`src/lkirq_defs.svh`:
```
// Register offsets, field positions, reset values and limits for the link 2 interrupt gating
`ifndef LKIRQ_DEFS_SVH
`define LKIRQ_DEFS_SVH

// ****************************************************************
// Register offsets
// ****************************************************************
`define LKIRQ_OFF_ENABLE 8'h00
`define LKIRQ_OFF_EVT_STATUS 8'h01
`define LKIRQ_OFF_OVS_STATUS 8'h02
`define LKIRQ_OFF_OVS_ENABLE 8'h03
`define LKIRQ_OFF_LEN_LOW 8'h04
`define LKIRQ_OFF_LEN_HIGH 8'h05
`define LKIRQ_OFF_PENDING 8'h06

// ****************************************************************
// Field positions
// ****************************************************************
`define LKIRQ_BIT_TX_BEGIN 6
`define LKIRQ_BIT_RX_BEGIN 5
`define LKIRQ_BIT_TX_FINISH 4
`define LKIRQ_BIT_RX_FINISH 3
`define LKIRQ_BIT_FCS_FAIL 2
`define LKIRQ_BIT_ABORT 1
`define LKIRQ_BIT_IDLE 0
`define LKIRQ_BIT_MSG_TYPE 7
`define LKIRQ_BIT_OVERSIZE 0
`define LKIRQ_PEND_OVS_BIT 7
`define LKIRQ_EVT_COUNT 7

// ****************************************************************
// Reset values and limits
// ****************************************************************
`define LKIRQ_RST_ENABLE 7'h00
`define LKIRQ_RST_FLAGS 7'h00
`define LKIRQ_RST_DATA 8'h00
`define LKIRQ_MAX_MSG_BYTES 276
`define LKIRQ_LEN_WIDTH 9

`endif

```
`src/lkirq_pkg.sv`:
```
// Types shared by the link 2 interrupt gating modules
package lkirq_pkg;

  // ****************************************************************
  // Message length monitor states
  // ****************************************************************
  typedef enum logic [2:0]
  {
    LKIRQ_IDLE = 3'b001,
    LKIRQ_COUNT = 3'b010,
    LKIRQ_OVER = 3'b100
  } lkirq_len_state_type;

  typedef logic [7:0] lkirq_byte_type;

endpackage : lkirq_pkg

```
`src/lkirq_flag_bank.sv`:
```
// Sticky event flags with clear-on-read and write-one-to-clear
`timescale 1ns/1ps
module lkirq_flag_bank
#(
  parameter int WIDTH = 7
)
(
  // Clock and reset
  input wire logic clk_sys,
  input wire logic rst,
  // Events
  input wire logic [WIDTH-1:0] set_pulse,
  // Software clears
  input wire logic read_clear,
  input wire logic write_clear,
  input wire logic [WIDTH-1:0] clear_mask,
  // Flags
  output logic [WIDTH-1:0] flags
);

  logic [WIDTH-1:0] flags_next;
  logic [WIDTH-1:0] clear_bits;

  initial
  begin
    if (WIDTH < 1 || WIDTH > 8)
      $error("lkirq_flag_bank: WIDTH must be 1 to 8");
  end

  // An event in the clearing cycle survives: set is applied after clear
  always_comb
  begin
    clear_bits = '0;
    if (read_clear)
      clear_bits = '1;
    else if (write_clear)
      clear_bits = clear_mask;
    flags_next = (flags & ~clear_bits) | set_pulse;
  end

  always_ff @(posedge clk_sys or posedge rst)
  begin
    if (rst)
      flags <= '0;
    else
      flags <= flags_next;
  end

endmodule : lkirq_flag_bank

```
`src/lkirq_size_monitor.sv`:
```
// Counts received message bytes and flags a message longer than the limit
`timescale 1ns/1ps
`include "lkirq_defs.svh"
module lkirq_size_monitor
#(
  parameter int MAX_LEN = `LKIRQ_MAX_MSG_BYTES,
  parameter int LEN_W = `LKIRQ_LEN_WIDTH
)
(
  // Clock and reset
  input wire logic clk_sys,
  input wire logic rst,
  // Receive framing
  input wire logic msg_begin,
  input wire logic msg_end,
  input wire logic byte_valid,
  // Results
  output logic oversize_pulse,
  output logic [LEN_W-1:0] byte_count
);

  lkirq_pkg::lkirq_len_state_type state_reg;
  lkirq_pkg::lkirq_len_state_type state_next;
  logic at_limit;

  initial
  begin
    if (MAX_LEN < 1 || MAX_LEN >= (2 ** LEN_W) - 1)
      $error("lkirq_size_monitor: MAX_LEN does not fit LEN_W");
  end

  assign at_limit = (byte_count == LEN_W'(MAX_LEN));

  always_comb
  begin
    state_next = state_reg;
    case (state_reg)
      lkirq_pkg::LKIRQ_IDLE:
        if (msg_begin)
          state_next = lkirq_pkg::LKIRQ_COUNT;
      lkirq_pkg::LKIRQ_COUNT:
        if (msg_end)
          state_next = lkirq_pkg::LKIRQ_IDLE;
        else if (byte_valid && at_limit)
          state_next = lkirq_pkg::LKIRQ_OVER;
      lkirq_pkg::LKIRQ_OVER:
        if (msg_end)
          state_next = lkirq_pkg::LKIRQ_IDLE;
        else if (msg_begin)
          state_next = lkirq_pkg::LKIRQ_COUNT;
      default:
        state_next = lkirq_pkg::LKIRQ_IDLE;
    endcase
  end

  always_ff @(posedge clk_sys or posedge rst)
  begin
    if (rst)
      state_reg <= lkirq_pkg::LKIRQ_IDLE;
    else
      state_reg <= state_next;
  end

  // Count is kept after the message ends so software can read the length
  always_ff @(posedge clk_sys or posedge rst)
  begin
    if (rst)
      byte_count <= '0;
    else if (msg_begin)
      byte_count <= '0;
    else if (byte_valid && state_reg != lkirq_pkg::LKIRQ_IDLE && !(&byte_count))
      byte_count <= byte_count + LEN_W'(1);
  end

  // One pulse per message, on the byte that passes the limit
  always_ff @(posedge clk_sys or posedge rst)
  begin
    if (rst)
      oversize_pulse <= 1'b0;
    else
      oversize_pulse <= (state_reg == lkirq_pkg::LKIRQ_COUNT) && byte_valid && at_limit
        && !msg_end && !msg_begin;
  end

endmodule : lkirq_size_monitor

```
`src/lkirq_link2_irq_gating.sv`:
```
// Interrupt enables, sticky event status and oversize message status for data link 2
`timescale 1ns/1ps
`include "lkirq_defs.svh"
module lkirq_link2_irq_gating
#(
  parameter int MAX_MSG_BYTES = `LKIRQ_MAX_MSG_BYTES,
  parameter int LEN_W = `LKIRQ_LEN_WIDTH
)
(
  // Clock and reset
  input wire logic clk_sys,
  input wire logic rst,
  // Register port
  input wire logic [7:0] reg_addr,
  input wire logic [7:0] reg_wr_data,
  input wire logic reg_wr_strobe,
  input wire logic reg_rd_strobe,
  output logic [7:0] reg_rd_data,
  // Transmit engine events
  input wire logic tx_begin_evt,
  input wire logic tx_finish_evt,
  // Receive engine events
  input wire logic rx_begin_evt,
  input wire logic rx_finish_evt,
  input wire logic frame_check_fail_evt,
  input wire logic abort_seen_evt,
  input wire logic idle_flag_evt,
  // Receive data and message type
  input wire logic rx_byte_valid,
  input wire logic rx_msg_type,
  // Interrupt request
  output logic irq
);

  // ****************************************************************
  // Elaboration checks
  // ****************************************************************
  initial
  begin
    if (LEN_W < 9 || LEN_W > 16)
      $error("lkirq_link2_irq_gating: LEN_W must be 9 to 16");
    if (MAX_MSG_BYTES < 1)
      $error("lkirq_link2_irq_gating: MAX_MSG_BYTES must be positive");
    if (MAX_MSG_BYTES >= (2 ** LEN_W) - 1)
      $error("lkirq_link2_irq_gating: MAX_MSG_BYTES does not fit LEN_W");
  end

  // ****************************************************************
  // Decode helpers
  // ****************************************************************
  function automatic logic addr_is(input logic [7:0] addr, input logic [7:0] offset);
    addr_is = (addr == offset);
  endfunction : addr_is

  function automatic logic [7:0] pad_flags(input logic [6:0] bits);
    pad_flags = {1'b0, bits};
  endfunction : pad_flags

  // ****************************************************************
  // Signals
  // ****************************************************************
  // Register state
  logic [6:0] enable_reg;
  logic [6:0] enable_next;
  logic ovs_enable_reg;
  logic ovs_enable_next;

  // Flag banks and length monitor
  logic [6:0] evt_set;
  logic [6:0] evt_flags;
  logic [0:0] ovs_flags;
  logic ovs_pulse;
  logic [LEN_W-1:0] msg_len;
  logic msg_end;

  // Decoded strobes
  logic wr_enable;
  logic wr_evt_status;
  logic wr_ovs_status;
  logic wr_ovs_enable;
  logic rd_evt_status;
  logic rd_ovs_status;

  // Gating
  logic [6:0] evt_pending;
  logic ovs_pending;

  // Read path
  logic [15:0] len_wide;
  logic [7:0] rd_value;
  logic [7:0] reg_rd_data_reg;
  logic [7:0] reg_rd_data_next;

  // Interrupt request
  logic irq_reg;
  logic irq_next;

  // ****************************************************************
  // Write strobes
  // ****************************************************************
  assign wr_enable = reg_wr_strobe && addr_is(reg_addr, `LKIRQ_OFF_ENABLE);
  assign wr_evt_status = reg_wr_strobe && addr_is(reg_addr, `LKIRQ_OFF_EVT_STATUS);
  assign wr_ovs_status = reg_wr_strobe && addr_is(reg_addr, `LKIRQ_OFF_OVS_STATUS);
  assign wr_ovs_enable = reg_wr_strobe && addr_is(reg_addr, `LKIRQ_OFF_OVS_ENABLE);

  // ****************************************************************
  // Read strobes
  // ****************************************************************
  // Only a strobed cycle clears; an address left standing never does
  assign rd_evt_status = reg_rd_strobe && addr_is(reg_addr, `LKIRQ_OFF_EVT_STATUS);
  assign rd_ovs_status = reg_rd_strobe && addr_is(reg_addr, `LKIRQ_OFF_OVS_STATUS);

  // ****************************************************************
  // Interrupt enable register
  // ****************************************************************
  // Bit 7 is reserved: it is not stored and reads as zero
  always_comb
  begin
    enable_next = enable_reg;
    if (wr_enable)
      enable_next = reg_wr_data[6:0];
  end

  always_ff @(posedge clk_sys or posedge rst)
  begin
    if (rst)
    begin
      enable_reg <= `LKIRQ_RST_ENABLE;
    end
    else
    begin
      enable_reg <= enable_next;
    end
  end

  // ****************************************************************
  // Oversize enable register
  // ****************************************************************
  always_comb
  begin
    ovs_enable_next = ovs_enable_reg;
    if (wr_ovs_enable)
      ovs_enable_next = reg_wr_data[`LKIRQ_BIT_OVERSIZE];
  end

  always_ff @(posedge clk_sys or posedge rst)
  begin
    if (rst)
    begin
      ovs_enable_reg <= 1'b0;
    end
    else
    begin
      ovs_enable_reg <= ovs_enable_next;
    end
  end

  // ****************************************************************
  // Event set vector
  // ****************************************************************
  always_comb
  begin
    evt_set = '0;
    evt_set[`LKIRQ_BIT_TX_BEGIN] = tx_begin_evt;
    evt_set[`LKIRQ_BIT_RX_BEGIN] = rx_begin_evt;
    evt_set[`LKIRQ_BIT_TX_FINISH] = tx_finish_evt;
    evt_set[`LKIRQ_BIT_RX_FINISH] = rx_finish_evt;
    evt_set[`LKIRQ_BIT_FCS_FAIL] = frame_check_fail_evt;
    evt_set[`LKIRQ_BIT_ABORT] = abort_seen_evt;
    evt_set[`LKIRQ_BIT_IDLE] = idle_flag_evt;
  end

  // ****************************************************************
  // Event flag bank
  // ****************************************************************
  // Flags clear on read of the status word and also on write of ones
  lkirq_flag_bank
  #(
    .WIDTH(`LKIRQ_EVT_COUNT)
  )
  u_evt_flags
  (
    .clk_sys(clk_sys),
    .rst(rst),
    .set_pulse(evt_set),
    .read_clear(rd_evt_status),
    .write_clear(wr_evt_status),
    .clear_mask(reg_wr_data[6:0]),
    .flags(evt_flags)
  );

  // ****************************************************************
  // Message length monitor
  // ****************************************************************
  // An abort also ends the message, so a truncated frame cannot leave the count open
  assign msg_end = rx_finish_evt || abort_seen_evt;

  lkirq_size_monitor
  #(
    .MAX_LEN(MAX_MSG_BYTES),
    .LEN_W(LEN_W)
  )
  u_size_monitor
  (
    .clk_sys(clk_sys),
    .rst(rst),
    .msg_begin(rx_begin_evt),
    .msg_end(msg_end),
    .byte_valid(rx_byte_valid),
    .oversize_pulse(ovs_pulse),
    .byte_count(msg_len)
  );

  // ****************************************************************
  // Oversize flag
  // ****************************************************************
  // Cleared by a read or by writing a one; a new oversize wins over either
  lkirq_flag_bank
  #(
    .WIDTH(1)
  )
  u_ovs_flag
  (
    .clk_sys(clk_sys),
    .rst(rst),
    .set_pulse(ovs_pulse),
    .read_clear(rd_ovs_status),
    .write_clear(wr_ovs_status),
    .clear_mask(reg_wr_data[`LKIRQ_BIT_OVERSIZE:`LKIRQ_BIT_OVERSIZE]),
    .flags(ovs_flags)
  );

  // ****************************************************************
  // Gating
  // ****************************************************************
  // Masking acts on the request only; software still sees every latched flag
  assign evt_pending = evt_flags & enable_reg;
  assign ovs_pending = ovs_flags[0] && ovs_enable_reg;

  // ****************************************************************
  // Read multiplexer
  // ****************************************************************
  assign len_wide = 16'(msg_len);

  always_comb
  begin
    rd_value = `LKIRQ_RST_DATA;
    case (reg_addr)
      `LKIRQ_OFF_ENABLE:
      begin
        rd_value = pad_flags(enable_reg);
      end
      `LKIRQ_OFF_EVT_STATUS:
      begin
        rd_value = pad_flags(evt_flags);
        rd_value[`LKIRQ_BIT_MSG_TYPE] = rx_msg_type;
      end
      `LKIRQ_OFF_OVS_STATUS:
      begin
        rd_value = {7'h00, ovs_flags[0]};
      end
      `LKIRQ_OFF_OVS_ENABLE:
      begin
        rd_value = {7'h00, ovs_enable_reg};
      end
      `LKIRQ_OFF_LEN_LOW:
      begin
        rd_value = len_wide[7:0];
      end
      `LKIRQ_OFF_LEN_HIGH:
      begin
        rd_value = len_wide[15:8];
      end
      `LKIRQ_OFF_PENDING:
      begin
        rd_value = pad_flags(evt_pending);
        rd_value[`LKIRQ_PEND_OVS_BIT] = ovs_pending;
      end
      default:
      begin
        rd_value = `LKIRQ_RST_DATA;
      end
    endcase
  end

  // ****************************************************************
  // Read data register
  // ****************************************************************
  // Data stand only in the cycle after the read strobe; zero otherwise
  always_comb
  begin
    reg_rd_data_next = `LKIRQ_RST_DATA;
    if (reg_rd_strobe)
      reg_rd_data_next = rd_value;
  end

  always_ff @(posedge clk_sys or posedge rst)
  begin
    if (rst)
    begin
      reg_rd_data_reg <= `LKIRQ_RST_DATA;
    end
    else
    begin
      reg_rd_data_reg <= reg_rd_data_next;
    end
  end

  assign reg_rd_data = reg_rd_data_reg;

  // ****************************************************************
  // Interrupt request
  // ****************************************************************
  // Registered so the pin is glitch free; costs one cycle of latency
  always_comb
  begin
    irq_next = (|evt_pending) || ovs_pending;
  end

  always_ff @(posedge clk_sys or posedge rst)
  begin
    if (rst)
    begin
      irq_reg <= 1'b0;
    end
    else
    begin
      irq_reg <= irq_next;
    end
  end

  assign irq = irq_reg;

endmodule : lkirq_link2_irq_gating

```
`config.mk`:
```
export PLATFORM = sky130hd
export DESIGN_NAME = lkirq_link2_irq_gating
export DESIGN_NICKNAME = d
export VERILOG_FILES = /design/src/lkirq_pkg.sv /design/src/lkirq_flag_bank.sv /design/src/lkirq_size_monitor.sv /design/src/lkirq_link2_irq_gating.sv
export VERILOG_INCLUDE_DIRS = /design/src
export SDC_FILE = /design/constraint.sdc
export NUM_CORES = 1
export LEC_CHECK = 0
export BUFFER_PORTS_ARGS = -buffer_cell sky130_fd_sc_hd__buf_4
export CORE_ASPECT_RATIO = 2
export CORE_MARGIN = 3
export CORE_UTILIZATION = 58
export DETAILED_ROUTE_END_ITERATION = 12
export PLACE_DENSITY = 0.94
export SYNTH_ARGS = -nofsm -noshare
export SYNTH_HDL_FRONTEND = slang
export SYNTH_SLANG_ARGS = --single-unit
```
`constraint.sdc`:
```
create_clock -name clk_sys -period 3.9 [get_ports clk_sys]
set_input_delay 0.195 -clock clk_sys [delete_from_list [all_inputs] [get_ports clk_sys]]
set_output_delay 0.195 -clock clk_sys [all_outputs]
set_load 0.01 [all_outputs]
```
==> results.toml <==
[status]
status = "complete, no violations"

[cts]
buffer_cell_driving_the_clock_tree_root = "sky130_fd_sc_hd__clkbuf_8"
clkLatencyLatePin_ns = 0.30
post_cts.resized_instances = 0
cts_buffers = 5
clock_tree.buffer_depth = 2
cts_sinks = 38
htree_num_levels = 2
worst_setup_hold_path_clk_slew_ns = 0.07
cts_hold_buf = 0
post_cts_buffers = 0
tritoncts = "yes"

[timing]
maxSlewHeadroom = 0.6313
rsz0062_at_grt = "false"
final_period_minus_worst_setup_slack_ns = 2.087
final.hold.worst_slack_ns = 0.02428
maxSlewViolCount = 0
final.setup_skew_ns = 0.005594
final-hold-violation-count = 0
setup-violations-final = 0
min_period_over_period = 0.5351
max_slew.worst_pin.slew_ns = 0.5480
tns_ns = 0
fmax_mhz = 479.2

[layout]
multi_input_comb_area_um2 = 993.5
fin_nets = 265
largest_register_ff_count = 9
drive_gt1_frac = 0.2479
n_antenna_cell = 0
final_cell_count_no_fill = 265
layout_stage_area_growth_over_the_synthesis_result_pct = 17.78
n_fill_cell = 231
seqCellArea_um2 = 952.2

[place]
portBuffers = 36
numPlacedInstances = 257
global_placement_routability_congestion = 0.9096
hpwlAfterDp_um = 3642

[power_and_ir_drop]
power.combinational.fraction = 0.134
power.switching_fraction = 0.2543
switching_power_uw = 205.5
reported_leakage_power_nw = 1.035
share_of_total_power_in_sequential_cells = 0.521
power.share.clock = 0.345
internal_power_uw = 602.8
worst_ir_drop_vdd_uv = 299.9
p_per_area_nw_per_um2 = 339.8

[critical_path]
required_ns = 4.08
cp-startpoint = "u_size_monitor.byte_count[0]$_DFFE_PP0P_"
worstSetupPathType = "reg -> reg"
crit_path_start_kind = "flop"
cp_data_arrival_time_ns = 2.27
crit-reg2reg-capture = "u_size_monitor.byte_count[6]$_DFFE_PP0P_"
worst_setup_path_end_kind = "flop"
critical_path.reg2reg.startpoint = "u_size_monitor.byte_count[0]$_DFFE_PP0P_"
r2r_setup_slack_ns = 1.81
cells_on_worst_reg2reg_path = 8
critPathMaxFanout = 9

[global_route]
groute.usage.overall = 0.2704
grt_pass1_wl_um = 8059
grt_antenna_before_repair = 0
grt_pass1_vias = 1678
globalRouteOverflowTotal = 0
largest_net_degree_at_the_start_of_global_routing = 39

[floorplanning]
floorplan.core_area_um2 = 3266
die_area_um2 = 4269
fp.dieW_um = 47.73
floorplan.die.height_um = 89.45
start_util = 0.6184
top_level_ports = 38
std_cell_rows = 29

[hold_path]
hold_class = "in -> async"

[logic_synthesis]
yosys_most_used_dff = "sky130_fd_sc_hd__dfrtp_1"
synthArstFlopShare = 1.000
synth-warning-count = 0
synth-edff-count = 0
synth_top_cells_by_count = "37 x sky130_fd_sc_hd__dfrtp_1, 18 x sky130_fd_sc_hd__nor2_1, 12 x sky130_fd_sc_hd__nand2_1"
ys_seq_elements = 38
synthTopCellsByArea = "sky130_fd_sc_hd__dfrtp_1 46%, sky130_fd_sc_hd__mux2_4 5.2%, sky130_fd_sc_hd__mux2i_1 3.5%, sky130_fd_sc_hd__nor2_1 3.3%, sky130_fd_sc_hd__xnor2_1 3.0%"
synth.yosys.seq_area_share = 0.4715
syn-cell-area_um2 = 2019
synthesis.nets = 229
post-synth-top-area-fraction = 0.4585
post_synth_inst_count = 197
synth.largest_area_cell = "sky130_fd_sc_hd__dfrtp_1"
yosys.cell_types.count = 41
yosys.cell_count.top_type = "sky130_fd_sc_hd__dfrtp_1"
avgSynthCellArea_um2 = 10.25

[routing]
drc = 0
routed_wl_um = 4867
num_vias = 1678
drt-vias-per-instance = 6.332
first_iter_violations = 62
wl_per_cell_um = 18.37
first_pass_iters = 4
final_antenna_net_count = 0

[run]
max_cap_violations = 0
-- worst max-delay path, stage by stage (launching register included) --
cell                       delay [ns]
sky130_fd_sc_hd__dfrtp_1         0.46
sky130_fd_sc_hd__ha_1            0.27
sky130_fd_sc_hd__nand3_1         0.10
sky130_fd_sc_hd__nor2_1          0.05
sky130_fd_sc_hd__ha_1            0.17
sky130_fd_sc_hd__nand2b_1        0.27
sky130_fd_sc_hd__nor4_1          0.40
sky130_fd_sc_hd__xnor2_1         0.17
sky130_fd_sc_hd__nor2_1          0.08
-- placed cells by master, fill, tap and decap left out, drive strengths merged, types with 8 or more instances in the layout --
cell    instances
o21ai          10
clkbuf          8
a22oi           8
nand2b          8
a21oi          11
buf            37
nand3           9
nand2          12
nor2           19
dfrtp          37
mux2            9
-- cell type report --
class | instances | area share
Multi-Input combinational cell | 144 | 0.4177
Timing Repair Buffer | 37 | 0.1168
Tap cell | 31 | 0.01631
Inverter | 7 | 0.01105
Clock buffer | 8 | 0.03787
Sequential cell | 38 | 0.4003
-- cells by family (layout without fill, tap and decap cells) --
group | count (synthesis) | in the layout | synth area share
DFF | 38 | 38 | 0.4715
AOI/OAI and AO/OA | 42 | 42 | 0.1258
muxes | 16 | 16 | 0.09789
adders and majority gates | 3 | 3 | 0.01859
and+or+nand+nor | 76 | 76 | 0.2193
xor gates and xnor gates | 7 | 7 | 0.03036
buffers and inverters | 15 | 52 | 0.03655
-- worst max-delay path by stage --
stage	end	slack [ns]
2_1_floorplan	u_size_monitor.byte_count[5]$_DFFE_PP0P_	2.06
3_3_place_gp	u_size_monitor.byte_count[6]$_DFFE_PP0P_	1.96
3_5_place_dp	u_size_monitor.byte_count[6]$_DFFE_PP0P_	1.88
4_1_cts	u_size_monitor.byte_count[6]$_DFFE_PP0P_	1.86
5_1_grt	u_size_monitor.byte_count[6]$_DFFE_PP0P_	1.61
6_report	u_size_monitor.byte_count[6]$_DFFE_PP0P_	1.81
-- power by group through the flow --
stage | Combinational, mW | Clock (mW) | Sequential [mW]
2_1_floorplan | 0.0670 | 0 | 0.425
3_3_place_gp | 0.105 | 0 | 0.427
4_1_cts | 0.109 | 0.282 | 0.420
5_1_grt | 0.119 | 0.301 | 0.422
6_report | 0.109 | 0.279 | 0.421
3_5_place_dp | 0.108 | 0 | 0.428
-- routing by layer --
layer,wire (um),vias up,global-route usage
li1,-,780,-
met1,1649,821,0.2697
met2,2817,62,0.4729
met3,179,15,0.04839
met4,221,0,0.1765
met5,0,-,0
-- through the flow --
stage	area, um^2	total power, mW	util	worst slack [ns]
finish	2379	0.8083	0.7284	1.813
global route	2379	0.8421	0.7284	1.614
CTS	2379	0.8117	0.7284	1.859
detailed placement	2288	0.5357	0.7008	1.882
global placement	2288	0.5320	0.7008	1.955
floorplan	2019	0.4918	-	2.058
Note: power is estimated with default switching activity, not from simulation.
